`config.mk`:
```
export PLATFORM = sky130hd
export DESIGN_NAME = obl_loader
export DESIGN_NICKNAME = d
export VERILOG_FILES = /design/src/pkg/obl_pkg.sv /design/src/rtl/obl_loader.sv /design/src/rtl/obl_hold_reg.sv /design/src/rtl/obl_supply_reset.sv
export SDC_FILE = /design/constraint.sdc
export NUM_CORES = 1
export LEC_CHECK = 0
export ABC_AREA = 1
export BUFFER_PORTS_ARGS = -buffer_cell sky130_fd_sc_hd__buf_2
export CAP_MARGIN = 20
export CORE_ASPECT_RATIO = 0.5
export CORE_MARGIN = 5
export CORE_UTILIZATION = 50
export CTS_BUF_LIST = sky130_fd_sc_hd__clkbuf_8 sky130_fd_sc_hd__clkbuf_16
export CTS_CLUSTER_SIZE = 16
export DETAILED_ROUTE_END_ITERATION = 16
export PLACE_DENSITY = 0.76
export SLEW_MARGIN = 25
export SYNTH_ARGS = -nofsm -noshare
export SYNTH_HDL_FRONTEND = slang
export SYNTH_SLANG_ARGS = --single-unit
export TNS_END_PERCENT = 5
```
`constraint.sdc`:
```
create_clock -name i_sys_clk -period 1.38 [get_ports i_sys_clk]
set_clock_uncertainty 0.05 [all_clocks]
set_input_delay 0.276 -clock i_sys_clk [delete_from_list [all_inputs] [get_ports i_sys_clk]]
set_output_delay 0.276 -clock i_sys_clk [all_outputs]
set_load 0.02 [all_outputs]
```
`src/pkg/obl_pkg.sv`:
```
// Purpose: Shared constants and types for the option byte loader.
// Assumes: Flash byte addresses are 16 bits; register port addresses are 8 bits.
// Notes:   Every offset, field position and code used by more than one file lives here.

package obl_pkg;

   // ----------------------------------------------------------------
   // Flash option byte area
   // ----------------------------------------------------------------
   localparam logic [15:0] OBL_PRI_BASE    = 16'h0080;  // Primary option byte area.
   localparam logic [15:0] OBL_ALT_BASE    = 16'h1080;  // Alternate area used under boot swap.
   localparam logic [15:0] OBL_POC_PRI     = 16'h0081;  // Primary location of the mode byte.
   localparam logic [2:0]  OBL_NUM_BYTES   = 3'h5;      // Bytes fetched per load.
   localparam logic [2:0]  OBL_IDX_LAST    = 3'h4;      // Index of the last byte.
   localparam int          OBL_IDX_WDT     = 0;         // Oscillator and watchdog byte.
   localparam int          OBL_IDX_POC     = 1;         // Supply reset mode byte.
   localparam int          OBL_IDX_DBG     = 4;         // Debug control byte.
   localparam logic [7:0]  OBL_BYTE_RST    = 8'h00;     // Shadow byte value after reset.

   // ----------------------------------------------------------------
   // Register port map
   // ----------------------------------------------------------------
   localparam logic [7:0]  OBL_REG_WDT     = 8'h80;     // Oscillator and watchdog byte.
   localparam logic [7:0]  OBL_REG_POC     = 8'h81;     // power_on_clear_config_byte.
   localparam logic [7:0]  OBL_REG_RSVA    = 8'h82;     // reserved_option_byte_a.
   localparam logic [7:0]  OBL_REG_RSVB    = 8'h83;     // reserved_option_byte_b.
   localparam logic [7:0]  OBL_REG_DBG     = 8'h84;     // debug_control_byte.
   localparam logic [7:0]  OBL_REG_STAT    = 8'h90;     // Loader status.
   localparam logic [7:0]  OBL_REG_CTRL    = 8'h91;     // Loader control.

   // ----------------------------------------------------------------
   // Field positions
   // ----------------------------------------------------------------
   localparam int OBL_F_LSO_STOP  = 0;   // 1: software may stop the low-speed oscillator.
   localparam int OBL_F_WDT_TM_LO = 1;   // Watchdog overflow time, bits 3:1.
   localparam int OBL_F_WDT_TM_HI = 3;
   localparam int OBL_F_WDT_EN    = 4;   // Watchdog counter enable.
   localparam int OBL_F_WDT_WN_LO = 5;   // Watchdog window period, bits 6:5.
   localparam int OBL_F_WDT_WN_HI = 6;
   localparam int OBL_F_POC_MODE  = 0;   // reset_threshold_mode_select.
   localparam int OBL_F_DBG_LO    = 0;   // debug_enable_lo.
   localparam int OBL_F_DBG_HI    = 1;   // debug_enable_hi.
   localparam int OBL_S_DONE      = 0;   // Status: fetch complete.
   localparam int OBL_S_SWAP      = 1;   // Status: alternate area used.
   localparam int OBL_S_DBG_BAD   = 2;   // Status: prohibited debug code seen.
   localparam int OBL_S_WR_REJ    = 3;   // Status: mode write refused (write 1 clears).
   localparam int OBL_S_BUSY      = 4;   // Status: flash access in flight.
   localparam int OBL_C_LSO_REQ   = 0;   // Control: request low-speed oscillator stop.

   // ----------------------------------------------------------------
   // Codes and states
   // ----------------------------------------------------------------
   localparam logic [1:0]  OBL_DBG_OFF     = 2'h0;  // Debug disabled.
   localparam logic [1:0]  OBL_DBG_BAD     = 2'h1;  // Prohibited setting.
   localparam logic [1:0]  OBL_DBG_KEEP    = 2'h2;  // Enabled, flash kept on failed auth.
   localparam logic [1:0]  OBL_DBG_ERASE   = 2'h3;  // Enabled, flash erased on failed auth.

   typedef enum logic [2:0] {
      OBL_ST_START,
      OBL_ST_RD,
      OBL_ST_WAIT,
      OBL_ST_COPY,
      OBL_ST_COPY_WAIT,
      OBL_ST_PROG_WAIT,
      OBL_ST_DONE
   } obl_state_t;

endpackage : obl_pkg

```
`src/rtl/obl_loader.sv`:
```
// Purpose: Fetch the five option bytes after reset and decode them for the chip.
// Assumes: Flash answers each read or write with a one-cycle ack, a cycle or more later.
// Notes:   Registers are read over a plain port; of the option bytes only the mode byte accepts a write.
//
// The strobed register port was decided locally.

`timescale 1ns/1ps
`default_nettype none

module obl_loader
   import obl_pkg::*;
(
   input  wire logic        i_sys_clk,        // System clock, 50 MHz.
   input  wire logic        i_arst_n,         // Asynchronous reset, active low.
   input  wire logic        i_boot_swap,      // Boot swap active.
   input  wire logic        i_ext_prog,       // External dedicated programmer attached.
   input  wire logic        i_vdd_above_hi,   // Supply above upper threshold.
   input  wire logic        i_vdd_above_lo,   // Supply above lower threshold.
   output var  logic        o_flash_rd_q,     // Flash read pulse.
   output var  logic        o_flash_wr_q,     // Flash write pulse.
   output var  logic [15:0] o_flash_addr_q,   // Flash byte address.
   output var  logic [7:0]  o_flash_wdata_q,  // Flash write data.
   input  wire logic        i_flash_ack,      // Flash access complete.
   input  wire logic [7:0]  i_flash_rdata,    // Read data, valid with ack.
   input  wire logic [7:0]  i_addr,           // Register address.
   input  wire logic [7:0]  i_wdata,          // Register write data.
   input  wire logic        i_wr,             // Register write strobe.
   input  wire logic        i_rd,             // Register read strobe.
   output var  logic [7:0]  o_rdata_q,        // Register read data.
   output var  logic        o_cfg_valid_q,    // Decoded settings valid.
   output var  logic        o_lso_stoppable_q,// Software may stop low-speed oscillator.
   output var  logic        o_lso_stop_q,     // Low-speed oscillator stop command.
   output var  logic [2:0]  o_wdt_time_q,     // Watchdog overflow time code.
   output var  logic        o_wdt_en_q,       // Watchdog counter enable.
   output var  logic [1:0]  o_wdt_window_q,   // Watchdog window period code.
   output var  logic        o_poc_dual_q,     // Dual threshold mode selected.
   output var  logic        o_dbg_en_q,       // On-chip debug enabled.
   output var  logic        o_dbg_erase_q,    // Erase flash on failed debug auth.
   output var  logic        o_supply_reset_q  // Supply reset hold.
);

   // ----------------------------------------------------------------
   // State
   // ----------------------------------------------------------------
   obl_state_t state_q;
   logic [2:0] idx_q;        // Byte being fetched.
   logic       swap_q;       // Boot swap caught at fetch start.
   logic       done_q;       // Fetch complete.
   logic       wr_rej_q;     // Refused mode write seen.
   logic       lso_req_q;    // Control bit from software.
   logic [7:0] byte_q [5];   // Shadow option bytes.
   logic [4:0] load_en;      // Per-byte capture strobes.
   logic       prog_wr;      // Accepted programmer write of the mode byte.
   logic       rej_wr;       // Refused write of the mode byte.
   logic [1:0] dbg_code;

   assign dbg_code = byte_q[OBL_IDX_DBG][OBL_F_DBG_HI:OBL_F_DBG_LO];

   assign prog_wr = i_wr && (i_addr == OBL_REG_POC) && i_ext_prog && (state_q == OBL_ST_DONE);
   assign rej_wr  = i_wr && (i_addr == OBL_REG_POC) && !prog_wr;

   // ----------------------------------------------------------------
   // Shadow bytes
   // ----------------------------------------------------------------
   // One load strobe per byte; a byte is only ever written by its own read.
   genvar g;
   generate
      for (g = 0; g < 5; g++) begin : g_byte
         assign load_en[g] = (state_q == OBL_ST_WAIT) && i_flash_ack && (idx_q == 3'(g));
         obl_hold_reg #(.W(8), .RST(OBL_BYTE_RST)) u_byte (
            .i_sys_clk (i_sys_clk),
            .i_arst_n  (i_arst_n),
            .i_load    (load_en[g]),
            .i_d       (i_flash_rdata),
            .o_q       (byte_q[g])
         );
      end
   endgenerate

   // ----------------------------------------------------------------
   // Fetch sequencer
   // ----------------------------------------------------------------
   // Automatic fetch.
   // The sequence restarts only through reset, so settings never change mid-run.
   always_ff @(posedge i_sys_clk or negedge i_arst_n) begin
      if (!i_arst_n) begin
         state_q <= OBL_ST_START;
         idx_q   <= 3'h0;
         swap_q  <= 1'b0;
         done_q  <= 1'b0;
      end else begin
         case (state_q)
            OBL_ST_START: begin
               swap_q  <= i_boot_swap;
               idx_q   <= 3'h0;
               state_q <= OBL_ST_RD;
            end
            OBL_ST_RD: begin
               state_q <= OBL_ST_WAIT;
            end
            OBL_ST_WAIT: begin
               if (i_flash_ack) begin
                  if (idx_q == OBL_IDX_LAST) begin
                     state_q <= swap_q ? OBL_ST_COPY : OBL_ST_DONE;
                     done_q  <= !swap_q;
                  end else begin
                     idx_q   <= idx_q + 3'h1;
                     state_q <= OBL_ST_RD;
                  end
               end
            end
            OBL_ST_COPY: begin
               state_q <= OBL_ST_COPY_WAIT;
            end
            OBL_ST_COPY_WAIT: begin
               if (i_flash_ack) begin
                  state_q <= OBL_ST_DONE;
                  done_q  <= 1'b1;
               end
            end
            OBL_ST_PROG_WAIT: begin
               if (i_flash_ack) begin
                  state_q <= OBL_ST_DONE;
               end
            end
            OBL_ST_DONE: begin
               if (prog_wr) begin
                  state_q <= OBL_ST_PROG_WAIT;
               end
            end
            default: begin
               state_q <= OBL_ST_START;
            end
         endcase
      end
   end

   // ----------------------------------------------------------------
   // Flash request port
   // ----------------------------------------------------------------
   // Area select.
   // Mode byte copy.
   // Programmer writes carry only bit 0 so stray upper bits never reach flash.
   always_ff @(posedge i_sys_clk or negedge i_arst_n) begin
      if (!i_arst_n) begin
         o_flash_rd_q    <= 1'b0;
         o_flash_wr_q    <= 1'b0;
         o_flash_addr_q  <= 16'h0000;
         o_flash_wdata_q <= 8'h00;
      end else begin
         o_flash_rd_q <= (state_q == OBL_ST_RD);
         o_flash_wr_q <= (state_q == OBL_ST_COPY) || prog_wr;
         if (state_q == OBL_ST_RD) begin
            o_flash_addr_q <= (swap_q ? OBL_ALT_BASE : OBL_PRI_BASE) | {13'h0000, idx_q};
         end else if (state_q == OBL_ST_COPY) begin
            o_flash_addr_q  <= OBL_POC_PRI;
            o_flash_wdata_q <= byte_q[OBL_IDX_POC];
         end else if (prog_wr) begin
            o_flash_addr_q  <= OBL_POC_PRI;
            o_flash_wdata_q <= {7'h00, i_wdata[OBL_F_POC_MODE]};
         end
      end
   end

   // ----------------------------------------------------------------
   // Decoded settings
   // ----------------------------------------------------------------
   // First and second byte fields.
   // Stable after fetch.
   // Outputs stay at their safe zero until the fetch has completed.
   always_ff @(posedge i_sys_clk or negedge i_arst_n) begin
      if (!i_arst_n) begin
         o_cfg_valid_q     <= 1'b0;
         o_lso_stoppable_q <= 1'b0;
         o_wdt_time_q      <= 3'h0;
         o_wdt_en_q        <= 1'b0;
         o_wdt_window_q    <= 2'h0;
         o_poc_dual_q      <= 1'b0;
      end else if (done_q) begin
         o_cfg_valid_q     <= 1'b1;
         o_lso_stoppable_q <= byte_q[OBL_IDX_WDT][OBL_F_LSO_STOP];
         o_wdt_time_q      <= byte_q[OBL_IDX_WDT][OBL_F_WDT_TM_HI:OBL_F_WDT_TM_LO];
         o_wdt_en_q        <= byte_q[OBL_IDX_WDT][OBL_F_WDT_EN];
         o_wdt_window_q    <= byte_q[OBL_IDX_WDT][OBL_F_WDT_WN_HI:OBL_F_WDT_WN_LO];
         o_poc_dual_q      <= byte_q[OBL_IDX_POC][OBL_F_POC_MODE];
      end
   end

   // Debug decode.
   // The prohibited code is treated as disabled, the safe reading.
   always_ff @(posedge i_sys_clk or negedge i_arst_n) begin
      if (!i_arst_n) begin
         o_dbg_en_q    <= 1'b0;
         o_dbg_erase_q <= 1'b0;
      end else if (done_q) begin
         o_dbg_en_q    <= (dbg_code == OBL_DBG_KEEP) || (dbg_code == OBL_DBG_ERASE);
         o_dbg_erase_q <= (dbg_code == OBL_DBG_ERASE);
      end
   end

   // ----------------------------------------------------------------
   // Control and status
   // ----------------------------------------------------------------
   // The stop command is honoured only when the option byte allows it.
   always_ff @(posedge i_sys_clk or negedge i_arst_n) begin
      if (!i_arst_n) begin
         lso_req_q    <= 1'b0;
         o_lso_stop_q <= 1'b0;
      end else begin
         if (i_wr && (i_addr == OBL_REG_CTRL)) begin
            lso_req_q <= i_wdata[OBL_C_LSO_REQ];
         end
         o_lso_stop_q <= lso_req_q && o_lso_stoppable_q;
      end
   end

   // A new refusal in the same cycle as a clear keeps the flag set.
   always_ff @(posedge i_sys_clk or negedge i_arst_n) begin
      if (!i_arst_n) begin
         wr_rej_q <= 1'b0;
      end else if (rej_wr) begin
         wr_rej_q <= 1'b1;
      end else if (i_wr && (i_addr == OBL_REG_STAT) && i_wdata[OBL_S_WR_REJ]) begin
         wr_rej_q <= 1'b0;
      end
   end

   // Read data for one cycle after the strobe, zero otherwise and for unmapped addresses.
   always_ff @(posedge i_sys_clk or negedge i_arst_n) begin
      if (!i_arst_n) begin
         o_rdata_q <= 8'h00;
      end else if (i_rd) begin
         case (i_addr)
            OBL_REG_WDT:  o_rdata_q <= byte_q[0];
            OBL_REG_POC:  o_rdata_q <= byte_q[1];
            OBL_REG_RSVA: o_rdata_q <= byte_q[2];
            OBL_REG_RSVB: o_rdata_q <= byte_q[3];
            OBL_REG_DBG:  o_rdata_q <= byte_q[4];
            OBL_REG_STAT: o_rdata_q <= {3'h0,
                                        (state_q != OBL_ST_DONE),
                                        wr_rej_q,
                                        done_q && (dbg_code == OBL_DBG_BAD),
                                        swap_q,
                                        done_q};
            OBL_REG_CTRL: o_rdata_q <= {7'h00, lso_req_q};
            default:      o_rdata_q <= 8'h00;
         endcase
      end else begin
         o_rdata_q <= 8'h00;
      end
   end

   // ----------------------------------------------------------------
   // Supply reset
   // ----------------------------------------------------------------
   logic hold_int;

   obl_supply_reset u_supply (
      .i_sys_clk      (i_sys_clk),
      .i_arst_n       (i_arst_n),
      .i_mode_dual    (o_poc_dual_q),
      .i_vdd_above_hi (i_vdd_above_hi),
      .i_vdd_above_lo (i_vdd_above_lo),
      .o_hold_q       (hold_int)
   );

   always_ff @(posedge i_sys_clk or negedge i_arst_n) begin
      if (!i_arst_n) begin
         o_supply_reset_q <= 1'b1;
      end else begin
         o_supply_reset_q <= hold_int;
      end
   end
endmodule : obl_loader

`default_nettype wire

```
`src/rtl/obl_hold_reg.sv`:
```
// Purpose: One shadow byte register, loaded when the fetch delivers its byte.
// Assumes: Load is a one-cycle pulse from the loader.
// Notes:   Holds its value until the next reset so consumers see a steady setting.

`timescale 1ns/1ps
`default_nettype none

module obl_hold_reg #(
   parameter int         W   = 8,          // Data width.
   parameter logic [7:0] RST = 8'h00       // Reset value.
) (
   input  wire logic         i_sys_clk,    // System clock.
   input  wire logic         i_arst_n,     // Asynchronous reset, active low.
   input  wire logic         i_load,       // Capture strobe.
   input  wire logic [W-1:0] i_d,          // Byte from flash.
   output var  logic [W-1:0] o_q           // Held byte.
);

   // Capture on load only; no other path may disturb the held setting.
   always_ff @(posedge i_sys_clk or negedge i_arst_n) begin
      if (!i_arst_n) begin
         o_q <= RST[W-1:0];
      end else if (i_load) begin
         o_q <= i_d;
      end
   end

endmodule : obl_hold_reg

`default_nettype wire

```
`src/rtl/obl_supply_reset.sv`:
```
// Purpose: Supply reset hold logic with single or dual threshold behaviour.
// Assumes: Comparator levels arrive synchronous to the clock.
// Notes:   Before the mode is known the single threshold is used.

`timescale 1ns/1ps
`default_nettype none

module obl_supply_reset (
   input  wire logic i_sys_clk,      // System clock.
   input  wire logic i_arst_n,       // Asynchronous reset, active low.
   input  wire logic i_mode_dual,    // 1: dual threshold mode selected.
   input  wire logic i_vdd_above_hi, // Supply above upper threshold.
   input  wire logic i_vdd_above_lo, // Supply above lower threshold.
   output var  logic o_hold_q        // Reset hold request.
);

   logic released_q;  // Supply has cleared the release threshold.
   logic released_d;

   // Release needs the upper level in dual mode; the lower level always drops it.
   always_comb begin
      released_d = released_q;
      if (!i_vdd_above_lo) begin
         released_d = 1'b0;
      end else if (!released_q) begin
         released_d = i_mode_dual ? i_vdd_above_hi : 1'b1;
      end
   end

   always_ff @(posedge i_sys_clk or negedge i_arst_n) begin
      if (!i_arst_n) begin
         released_q <= 1'b0;
         o_hold_q   <= 1'b1;
      end else begin
         released_q <= released_d;
         o_hold_q   <= !released_d;
      end
   end
endmodule : obl_supply_reset

`default_nettype wire

```
# Yosys cells after proc, flatten, opt, wreduce, memory -nomap -nowiden
# Index checks and enable logic that the tools add are counted.
# Widths: inputs -> output; s select.
# totals
reg_bits,99
latch_bits,0
ram_bits,0
romBits,0
output_inout_bits,47
mem_count,0
# op_classes
n_addsub,1
multipliers,0
div_mod_pow,0
magnitude_cmp,0
n_eq_ne,27
shift,0
n_mux,26
bitwise,2
n_reduce_logical,32
# ops
op,count
$eq 8x8->1 const B,7
$pmux 8 s7,1
$mux 16,3
$mux 8,3
$mux 3,7
$pmux 3 s6,1
$logic_and 1x1->1,15
$mux 13,1
$or 13x3->13,1
$eq 3x2->1 const B,4
$eq 3x3->1 const B,4
$mux 1,8
$ne 2x2->1 const B,4
$reduce_bool 2->1,4
$eq 3x1->1 const B,2
$logic_not 3->1,2
$pmux 3 s2,1
$reduce_and 3->1,2
$eq 2x2->1 const B,2
$ne 2x1->1 const B,2
$reduce_and 4->1,1
$add 3x1->3 const B,1
$logic_not 1->1,3
$ne 3x3->1 const B,1
other kinds (7),8

# Logic depth before layout (Yosys ltp)
# Gate-level depths: netlist of run 1.
# depth
word_depth,7
mapped_depth,9

# Modules after synthesis
# A second synthesis of run 1 with hierarchy kept.
# hier_totals
hier_cells,515
hier_area_um2,4225.3
# modules_own_cells
mod,instances,cells_per_inst,area_per_inst_um2,seq_area_each_um2
obl_loader,1,338,2620.0,1152.4
obl_hold_reg,5,34,305.3,200.2
obl_supply_reset,1,7,78.8,51.3

# Least setup slack after synthesis of run 1
# OpenSTA, ideal clock, no wires.
# synth_path
kind,register to register
from,register idx_q[0]
to,register g_byte[4].u_byte.o_q[5]
setup_time_ns,0.126
arrival_ns,1.315
required_ns,1.204
path_slack_ns,-0.111
path_stages_with_launch,9
n_path_buf,1
cell_sequence,dfrtp_1 > inv_1 > ha_1 > nand2_1 > nor2_4 > nand2_2 > buf_2 > nand2_1 > o21ai_1
# synth_via
elab_chain_cells,2
# synth_lines
element,line_no,source
start: declaration,obl_loader.sv:46,logic [2:0] idx_q;
start signal: assignment,obl_loader.sv:107,idx_q <= idx_q + 3'h1;
$eq 3x3->1,obl_loader.sv:69,assign load_en[g] = (state_q == OBL_ST_WAIT) && i_flash_ack && (idx_q == 3'(g));
$logic_and 1x1->1,obl_loader.sv:69,
end signal: assignment,obl_hold_reg.sv:22,o_q <= RST[W-1:0];
end signal: assignment,obl_hold_reg.sv:24,o_q <= i_d;
end: declaration,obl_hold_reg.sv:16,output var logic [W-1:0] o_q
# No other way between the ends.
# A chain may end at the register's enable or synchronous reset.

# Final worst setup path of run 1
# layout_path
from,register idx_q[0]
to,register idx_q[2]
# layout_via
elab_chain_cells,4
word_cells_on_any_way,7
classes_between,add/sub: 1; eq/ne: 2; mux: 3; reduce/logical: 1
# layout_lines
element,line_no,source
$add 3x1->3,obl_loader.sv:107,
$mux 3,obl_loader.sv:103,if (idx_q == OBL_IDX_LAST) begin
$mux 3,obl_loader.sv:102,if (i_flash_ack) begin
$pmux 3 s2,obl_loader.sv:92,case (state_q)
# Several ways; a longest one is shown, not always the timed one. The select of a mux whose other input is x is not followed.

==> results.py, run 1 <==
metrics = {
    "clocking": {
        "cts_tree": "yes",
        "clk_pin_slew_ns": 0.06,
        "clock_tree.root_cell": "clkbuf_16",
        "clock_sinks": 88,
        "clockBufferDepth": 2,
        "clk_latency_ns": 0.34,
        "cts_max_level": 3,
        "cts_buffers": 9,
    },
    "worst_setup_path": {
        "cp_max_fo": 3,
        "r2r_slack_ns": -0.06,
        "critical_path_class": "flip-flop to flip-flop",
        "endpoint_kind": "flip-flop",
        "cp.required_ns": 1.59,
        "reg2reg_depth": 9,
        "startpoint_type": "flip-flop",
        "r2r_start": "idx_q[0]",
        "r2r_end": "idx_q[2]",
        "worstPathArrival_ns": 1.65,
    },
    "global_route": {
        "grt_pass1_vias": 3305,
        "grt_max_degree": 26,
        "track_usage_pct": 20.6,
        "met1_usage_pct": 28.8,
        "gr-max-usage-layer": "met2",
        "antenna_found_initial": 0,
        "grt_pass1_wl_um": 16700,
        "grt_overflow": 0,
        "grtUsageMet2_pct": 31.5,
        "grtUsageMet3_pct": 5.71,
    },
    "layout": {
        "drive_gt1_share_pct": 35.2,
        "final_util_pct": 66.4,
        "finalNonFillerCells": 691,
        "final_nets": 612,
        "final_area_um2": 5390,
        "regArea_um2": 2210,
        "multi_input_area_um2": 1800,
        "syn_to_final_growth_pct": 27.8,
        "final_cell_mix": "nand2_1 (100), dfrtp_1 (85), nand3_1 (63)",
        "diodes": 0,
        "final_common_cell": "nand2_1",
        "fillers": 636,
    },
    "worst_hold_path": {
        "min_path_cells": 2,
        "min_from": "i_vdd_above_lo",
        "hold_class": "input pin to flip-flop",
        "min_to": "u_supply.o_hold_q",
    },
    "route": {
        "wl_per_cell_um": 15.1,
        "drt-total-wl_um": 10400,
        "vias": 3529,
        "drtPass1Iterations": 5,
        "drtIter0Drc": 289,
        "drtAntennaViolNets": 0,
        "viasPerCell": 5.11,
        "drc": 0,
    },
    "synthesis": {
        "yosys.area_share.simple_pct": 27.1,
        "synth.yosys.seq_area_share_pct": 52.3,
        "synthXorXnorAreaFrac_pct": 0,
        "synth_top_family_by_area": "simple AND/OR/NAND/NOR gates",
        "synthesis.area_um2": 4220,
        "synth_edf_count": 0,
        "synthCells": 467,
        "synth_flop_cell": "dfrtp_1",
        "syn_area_per_cell_um2": 9.03,
        "muxShareOfSynthArea_pct": 0.267,
        "ys_ff_latch": 88,
        "synthAdderAreaFrac_pct": 1.48,
        "async_flop_share_pct": 100,
        "yosys_warnings": 0,
        "synth_cell_type_count": 36,
        "synth_compound_area_share_pct": 10.5,
    },
    "floorplan": {
        "initial_utilization_pct": 51.9,
        "core.rowCount": 23,
        "fp.dieW_um": 140,
        "dieHeight_um": 74.9,
        "coreArea_um2": 8120,
        "die_area_um2": 10500,
        "ioPinCount": 80,
    },
    "power_and_ir_drop": {
        "cellLeakagePower_nw": 2.74,
        "powerDensity_nw_per_um2": 1780,
        "total_power_mw": 9.61,
        "ir_drop_uv": 995,
    },
    "timing": {
        "timing.fmax_ghz": 0.696,
        "final.setup.tns_ns": -0.382,
        "finalCritPeriodShare_pct": 104,
        "setup_viol": 19,
        "rsz0062_at_grt": "yes",
        "whs_ns": 0.0369,
        "maxSlewViolCount": 0,
        "finalCriticalPeriod_ns": 1.44,
        "fin_ws_ns": -0.0572,
        "hold_violations": 0,
    },
    "placement": {
        "globalplace.congestion": 0.843,
        "io_buffers": 62,
        "placed_area_um2": 4910,
        "dp_slack_ns": -0.103,
        "dpl.cell_count": 669,
        "dp_hpwl_um": 7360,
    },
    "status": {
        "violations": "setup timing",
        "outcome": "finished, violations left",
    },
    "run": {
        "drv_cap": 0,
    },
}
## sequential cells by signal, summed over array words and instances (netlist names), 2 cells and up
name	count
state_q	3
idx_q	3
o_flash_addr_q	5
o_wdt_time_q	3
o_wdt_window_q	2
g_byte.u_byte.o_q	40
o_rdata_q	8
o_flash_wdata_q	8
## where the power goes
group	switching, mW	internal [mW]
logic	1.88	1.33
registers	0.492	3.24
clock network	1.02	1.64
## cell type report
cell class / instances / share of cell area [%]
clock buffer: 10 / 4.43
clock inverter: 6 / 1.72
inverter: 45 / 3.18
multi-input combinational: 322 / 33.3
sequential: 88 / 40.9
tap: 112 / 2.60
timing repair buffer: 108 / 13.8
## cells in the mapped netlist (2+ instances only)
| library cell | number | area share [%] |
|---|---|---|
| inv_2 | 5 | 0.45 |
| nand3_1 | 64 | 7.6 |
| nand2_2 | 9 | 1.3 |
| nand3_4 | 4 | 1.7 |
| o21ai_0 | 10 | 1.2 |
| a21oi_1 | 8 | 0.95 |
| dfstp_2 | 2 | 1.2 |
| nor2_2 | 6 | 0.89 |
| dfrtp_1 | 86 | 51 |
| buf_6 | 5 | 1.3 |
| o21ai_1 | 24 | 2.8 |
| ha_1 | 5 | 1.5 |
| nand2_1 | 109 | 9.7 |
| inv_1 | 39 | 3.5 |
| nor2_8 | 2 | 0.95 |
| buf_4 | 14 | 2.5 |
| clkbuf_1 | 3 | 0.27 |
| nor2_1 | 31 | 2.8 |
| o21ai_2 | 24 | 5.0 |
## critical path: stages (launching register included)
cell     delay [ns]
dfrtp_1        0.41
inv_2          0.10
ha_4           0.15
nand2_4        0.06
nor2_4         0.14
inv_2          0.06
buf_6          0.11
nand4_1        0.13
nand2_1        0.08
o21ai_0        0.07
## worst max path at each step
stage	start	slack, ns	endpoint	cells after the start
floorplan	state_q[0]	0.003	g_byte[1].u_byte.o_q[6]	7
global placement	idx_q[0]	-0.05	g_byte[4].u_byte.o_q[7]	7
detailed placement	i_addr[4]	-0.10	o_flash_addr_q[12]	7
CTS	idx_q[0]	-0.04	g_byte[4].u_byte.o_q[3]	7
global route	state_q[2]	-0.14	done_q	8
finish	idx_q[0]	-0.06	idx_q[2]	9
## routing by layer
metal	vias up	wire length (um)
met5	-	0
met1	1660	4970
met2	136	4500
met3	16	786
li1	1717	-
met4	0	151
## cells by family after synthesis
logic type / Yosys count
compound gates: 69
mux: 1
simple gates: 235
fa+ha+maj: 5
flops: 88
other cells: 1
buf+inv: 68
## timing repair
action / 4_1_cts / 5_1_grt
pin swaps: 4 / 4
cloned: 0 / 1
endpoints found under the setup margin: 45 / 54
setup buffers: 2 / 2
gates resized for setup: 9 / 18
hold buffers: 1 / 0
hold endpoints to repair: 18 / 0
(Power assumes the default switching activity.)
==> inputs of run 2 (changes only) <==
ABC_AREA = unset   (was 1)
CTS_CLUSTER_SIZE = unset   (was 16)
==> run 2 against run 1 <==
Against the previous run:
- wire length is 1.1% higher
- clock power down 8.2%
- critical endpoint is now g_byte[1].u_byte.o_q[1]
- sequential share of layout area shrank 1.4 points
- the flow still finishes with violations (setup timing)
- cell area up 3.6%
==> results.py, run 2 <==
metrics = {
    "timing": {
        "whs_ns": 0.0135,
        "maxSlewViolCount": 0,
        "final.setup.tns_ns": -6.44,
        "finalCriticalPeriod_ns": 1.61,
        "fin_ws_ns": -0.232,
        "hold_violations": 0,
        "finalCritPeriodShare_pct": 117,
        "rsz0062_at_grt": "yes",
        "setup_viol": 53,
        "timing.fmax_ghz": 0.621,
    },
    "synthesis": {
        "synth_top_area_share_pct": 50.6,
        "synth_flop_cell": "dfrtp_1",
        "synth_edf_count": 0,
        "synth_top_family_by_area": "multiplexers",
        "yosys_warnings": 0,
        "yosysMostFrequentCell": "dfrtp_1",
        "synth_compound_area_share_pct": 13.2,
        "synth_area_leaders": "dfrtp_1 (51%), mux2_1 (11%), mux2_2 (3.2%)",
        "synthCells": 356,
        "yosys.area_share.simple_pct": 12.6,
        "ys_ff_latch": 88,
        "syn_area_per_cell_um2": 11.9,
        "async_flop_share_pct": 100,
        "synthAdderAreaFrac_pct": 1.47,
        "muxShareOfSynthArea_pct": 15.9,
        "synth_cell_type_count": 54,
        "synthesis.area_um2": 4250,
        "ys_top_cells_by_count": "dfrtp_1 (86), mux2_1 (40), nor2_1 (16), o21ai_0 (15)",
        "yosysTopAreaCell": "dfrtp_1",
        "synth.yosys.seq_area_share_pct": 51.9,
        "synthXorXnorAreaFrac_pct": 0,
    },
    "worst_setup_path": {
        "cp.required_ns": 1.56,
        "critical_path_depth": 5,
        "worstPathArrival_ns": 1.79,
        "startpoint": "state_q[2]",
        "critical_path_class": "flip-flop to flip-flop",
        "cp_max_fo": 8,
        "endpoint_kind": "flip-flop",
        "r2r_slack_ns": -0.23,
        "crit_chain": "nand4bb_4 > nor2_4 > buf_12 > nand2_8 > mux2_4",
        "max_stage_delay_ns": 0.44,
        "reg2reg_depth": 5,
        "startpoint_type": "flip-flop",
        "crit_buf_inv": 1,
        "crit_family": "simple AND/OR/NAND/NOR gates",
        "crit_slowest_cell": "dfrtp_2",
        "r2r_start": "state_q[2]",
    },
    "power_and_ir_drop": {
        "p_int_mw": 6.51,
        "powerDensity_nw_per_um2": 1790,
        "power_frac_comb_pct": 37.0,
        "ir_drop_uv": 894,
        "pwr-share-clk_pct": 24.4,
        "swShare_pct": 35.1,
        "cellLeakagePower_nw": 2.73,
        "power.switching_mw": 3.51,
        "seq_power_share_pct": 38.6,
    },
    "route": {
        "drt-total-wl_um": 10500,
        "drtIter0Drc": 231,
        "drtPass1Iterations": 4,
        "viasPerCell": 5.44,
        "drtAntennaViolNets": 0,
        "drc": 0,
        "wl_per_cell_um": 18.0,
        "vias": 3178,
    },
    "layout": {
        "final_common_cell": "dfrtp_1",
        "final_util_pct": 68.6,
        "drive_gt1_share_pct": 44.5,
        "final_area_um2": 5590,
        "top_regs": "g_byte.u_byte.o_q (40), o_flash_wdata_q (8), o_rdata_q (8)",
        "final_nets": 505,
        "final_cell_mix": "dfrtp_1 (83), buf_2 (61), buf_4 (50)",
        "syn_to_final_growth_pct": 31.4,
        "diodes": 0,
        "largest_reg_flops": 40,
        "top_register": "g_byte.u_byte.o_q",
    },
    "clocking": {
        "clk_latency_ns": 0.35,
        "cts_buffers": 9,
        "cts_max_level": 3,
        "clock_tree.root_cell": "clkbuf_16",
        "clk_pin_slew_ns": 0.06,
        "clock_sinks": 88,
        "clockBufferDepth": 2,
        "cts_tree": "yes",
    },
    "floorplan": {
        "core.rowCount": 23,
        "die_area_um2": 10600,
        "initial_utilization_pct": 52.2,
        "dieHeight_um": 75.2,
        "fp.dieW_um": 140,
        "coreArea_um2": 8140,
        "ioPinCount": 80,
    },
    "global_route": {
        "grt_pass1_wl_um": 17300,
        "track_usage_pct": 21.2,
        "grt_pass1_vias": 3307,
        "grt_max_degree": 37,
        "grt_overflow": 0,
        "antenna_found_initial": 0,
    },
    "status": {
        "violations": "setup timing",
        "outcome": "finished, violations left",
    },
    "placement": {
        "globalplace.congestion": 0.887,
        "io_buffers": 62,
        "dp_hpwl_um": 7580,
        "placed_area_um2": 5080,
    },
    "worst_hold_path": {
        "min_path_cells": 2,
        "min_from": "i_vdd_above_lo",
        "hold_class": "input pin to flip-flop",
    },
    "run": {
        "drv_cap": 0,
    },
}
[run 2: cell types whose count changed after synthesis, moves of 11 or more]
cell | before | now
nor2_1 | 31 | 16
a22oi_1 | 0 | 13
nand3_1 | 64 | 10
inv_1 | 39 | 10
o21ai_1 | 24 | 3
o21ai_2 | 24 | 2
nand2_1 | 109 | 12
mux2_1 | 0 | 40
mux2_2 | 1 | 12
[run 2: what timing repair did]
action,4_1_cts,5_1_grt
hold buffers,1,0
pin swaps,9,5
buffers inserted,1,0
gates resized for setup,34,21
hold endpoints to repair,86,0
endpoints found under the setup margin,57,64
[run 2: path summary, 6_finish.rpt]
check | to
worst max-delay path | g_byte[1].u_byte.o_q[1]
worst max register to register | g_byte[1].u_byte.o_q[1]
worst min-delay path | u_supply.o_hold_q
max in group asynchronous | o_supply_reset_q
min in group asynchronous | g_byte[4].u_byte.o_q[6]
worst min register to register | o_supply_reset_q
[run 2: cell families after synthesis]
| group | count (synthesis) |
|---|---|
| AO/OA/AOI/OAI | 80 |
| adder cells (fa/ha/maj) | 5 |
| buffers and inverters | 40 |
| flip-flops | 88 |
| multiplexers | 61 |
| other | 1 |
| AND/OR/NAND/NOR | 81 |
[run 2: stage by stage]
stage                     power [mW]  setup WS [ns]  instances
final                           10.0         -0.232        584
after global routing            10.6         -0.265        584
after CTS                       9.94         -0.252        584
after detailed placement        7.13         -0.296        566
after global placement          7.02         -0.244        566
after floorplan                 5.81         -0.145        366
[run 2: power by group through the flow]
stage	Combinational (mW)	Sequential [mW]	Clock, mW
floorplan	1.76	4.05	0
global placement	3.16	3.85	0
detailed placement	3.26	3.87	0
CTS	3.61	3.85	2.48
global route	4.00	3.95	2.60
finish	3.70	3.87	2.45
[run 2: metal layers]
metal	global-route usage [%]	part of all wire [%]	up-vias
met3	5.20	5.1	11
met1	28.1	45	1577
met4	7.09	1.4	0
li1	-	-	1511
met5	0	0	-
met2	34.9	48	79
[run 2: area by class of cell]
cell class / count / area [um^2]
Timing Repair Buffer: 120 / 833
Multi-Input combinational cell: 238 / 2070
Sequential cell: 88 / 2210
Clock inverter: 7 / 71.3
Tap cell: 112 / 140
Inverter: 10 / 37.5
Clock buffer: 9 / 225
Fill cell: 590 / 2560
[run 2: worst register-to-register path, stage by stage, from the launching register on]
cell,delay [ns]
dfrtp_2,0.44
nand4bb_4,0.26
nor2_4,0.18
buf_12,0.14
nand2_8,0.09
mux2_4,0.32
==> inputs of run 3 (changes only) <==
CORE_UTILIZATION = 55   (was 50)
CTS_BUF_LIST = unset   (was sky130_fd_sc_hd__clkbuf_8 sky130_fd_sc_hd__clkbuf_16)
PLACE_DENSITY = 0.79   (was 0.76)
clock period = 1.6 ns   (was 1.38 ns; I/O delays follow)
==> run 3 against run 2 <==
Against the previous run:
- the flow now finishes without violations
- register-to-register slack better by 0.25 ns
- cell count down 5.0%
- highest routed layer unchanged
- global-route usage increased by 1.3 points
- largest cell class unchanged
- wire length decreased by 1.2%
- critical path type unchanged
- count of clock-buffer cells in the layout rose by 1
- via count rose by 2.0%
- critical path depth did not move
- die area fell by 8.2%
- fmax increased by 2.1%
==> results.py, run 3 (synthesized netlist as in run 2, its figures left out) <==
metrics = {
    "status": {
        "outcome": "finished clean",
    },
    "worst_setup_path": {
        "cp_max_fo": 8,
        "cp.required_ns": 1.77,
        "path_common_cell": "ha_1",
        "reg2reg_depth": 5,
        "crit_buf_inv": 1,
        "worstPathArrival_ns": 1.75,
        "startpoint_type": "flip-flop",
        "crit_family": "adder cells",
        "crit_slowest_cell": "dfrtp_1",
        "startpoint": "idx_q[0]",
        "max_stage_delay_ns": 0.40,
        "endpoint_kind": "flip-flop",
        "r2r_end": "g_byte[3].u_byte.o_q[0]",
        "crit_chain": "ha_1 > ha_1 > nand2_1 > buf_6 > mux2_1",
        "r2r_start": "idx_q[0]",
        "r2r_slack_ns": 0.02,
        "critical_path_class": "flip-flop to flip-flop",
    },
    "floorplan": {
        "core.rowCount": 22,
        "fp.dieW_um": 134,
        "dieHeight_um": 72.2,
        "coreArea_um2": 7430,
        "die_area_um2": 9690,
        "initial_utilization_pct": 57.2,
        "ioPinCount": 80,
    },
    "placement": {
        "io_buffers": 62,
        "dp_hpwl_um": 7660,
        "placed_area_um2": 4920,
        "globalplace.congestion": 0.857,
    },
    "layout": {
        "diodes": 0,
        "largest_reg_flops": 40,
        "top_register": "g_byte.u_byte.o_q",
        "drive_gt1_share_pct": 37.0,
        "syn_to_final_growth_pct": 25.1,
        "final_common_cell": "dfrtp_1",
        "final_cell_mix": "dfrtp_1 (86), buf_2 (61), buf_4 (39)",
        "final_nets": 492,
        "top_regs": "g_byte.u_byte.o_q (40), o_flash_wdata_q (8), o_rdata_q (8)",
        "final_area_um2": 5320,
        "fillers": 541,
    },
    "power_and_ir_drop": {
        "powerDensity_nw_per_um2": 1540,
        "ir_drop_uv": 606,
        "cellLeakagePower_nw": 2.61,
    },
    "timing": {
        "maxSlewViolCount": 0,
        "setup_viol": 0,
        "timing.fmax_ghz": 0.634,
        "finalCritPeriodShare_pct": 98.7,
        "relSlewSlack_pct": 62.1,
        "tightest_slew_ns": 0.554,
        "rsz0062_at_grt": "yes",
        "final.setup.tns_ns": 0,
        "finalCriticalPeriod_ns": 1.58,
        "hold_violations": 0,
    },
    "clocking": {
        "cts_buffers": 9,
        "clk_latency_ns": 0.34,
        "cts_tree": "yes",
        "cts_max_level": 3,
        "clk_pin_slew_ns": 0.06,
        "clock_sinks": 88,
        "clockBufferDepth": 2,
        "clock_tree.root_cell": "clkbuf_16",
    },
    "global_route": {
        "grt_pass1_vias": 3359,
        "grt_pass1_wl_um": 16900,
        "grt_overflow": 0,
        "track_usage_pct": 22.4,
        "antenna_found_initial": 0,
        "grt_max_degree": 35,
    },
    "run": {
        "drv_cap": 0,
    },
    "route": {
        "drtPass1Iterations": 7,
        "drc": 0,
        "drt-total-wl_um": 10400,
        "drtAntennaViolNets": 0,
        "wl_per_cell_um": 18.7,
        "viasPerCell": 5.84,
        "drtIter0Drc": 236,
        "vias": 3243,
    },
    "worst_hold_path": {
        "min_path_cells": 2,
        "hold_class": "input pin to flip-flop",
        "min_to": "u_supply.o_hold_q",
        "min_from": "i_vdd_above_lo",
    },
}
## run 3: cell types whose count changed in the layout (fill, tap and decap cells not counted), sizes merged
cell | before | now
inv | 13 | 11
clkinv | 1 | 3
buf | 119 | 106
clkinvlp | 2 | 1
clkbuf | 9 | 10
## run 3: routing by layer
layer | vias to the layer above | track usage (%) | wire length (um) | share of wire [%]
li1 | 1481 | - | - | -
met1 | 1633 | 28.7 | 4690 | 45
met2 | 111 | 37.1 | 4920 | 47
met3 | 18 | 7.06 | 595 | 5.7
met4 | 0 | 6.88 | 192 | 1.8
met5 | - | 0 | 0 | 0
## run 3: power by group
part	switching [mW]	internal [mW]	total (mW)
sequential	0.528	2.83	3.36
clock	0.864	1.22	2.08
combinational	1.49	1.27	2.76
## run 3: repair_timing
action / in CTS / in global routing
endpoints found under the hold margin: 21 / 0
hold buffers: 1 / 0
pin swaps: 3 / 3
setup buffers: 1 / 1
gates resized for setup: 2 / 19
setup endpoints to repair: 13 / 49
## run 3: worst register-to-register path, cell delays in order (launching register included)
cell and delay [ns]:
dfrtp_1 0.40, ha_1 0.22, ha_1 0.19, nand2_1 0.10, buf_6 0.16, mux2_1 0.34
## run 3: area by class of cell
type / count / area (um^2) / share of cell area [%]
flip-flops and latches: 88 / 2200 / 41.5
multi-input cells: 238 / 1950 / 36.6
repair buffers: 107 / 711 / 13.4
clock buffers: 10 / 229 / 4.31
well taps: 96 / 120 / 2.26
clock inverters: 6 / 68.8 / 1.29
inverters: 10 / 37.5 / 0.706
## run 3: metrics by stage
step	setup slack, ns	cells	utilization, %	power (mW)	hold slack, ns
2_1_floorplan	0.0171	366	-	4.95	-0.0256
3_3_place_gp	-0.0703	536	66.2	5.85	0.192
3_5_place_dp	-0.122	536	66.2	5.98	0.202
4_1_cts	-0.0122	554	70.5	8.13	0.0590
5_1_grt	-0.0980	555	71.5	8.65	0.0603
6_report	0.0216	555	71.5	8.20	0.0726
## run 3: worst max path at each step
stage                              endpoint  slack [ns]  cells after the start
floorplan           g_byte[4].u_byte.o_q[0]        0.02                      5
CTS                 g_byte[4].u_byte.o_q[6]       -0.01                      5
finish              g_byte[3].u_byte.o_q[0]        0.02                      5
global placement          o_flash_addr_q[2]       -0.07                      5
global route                   o_rdata_q[1]        -0.1                      4
detailed placement        o_flash_addr_q[2]       -0.12                      5
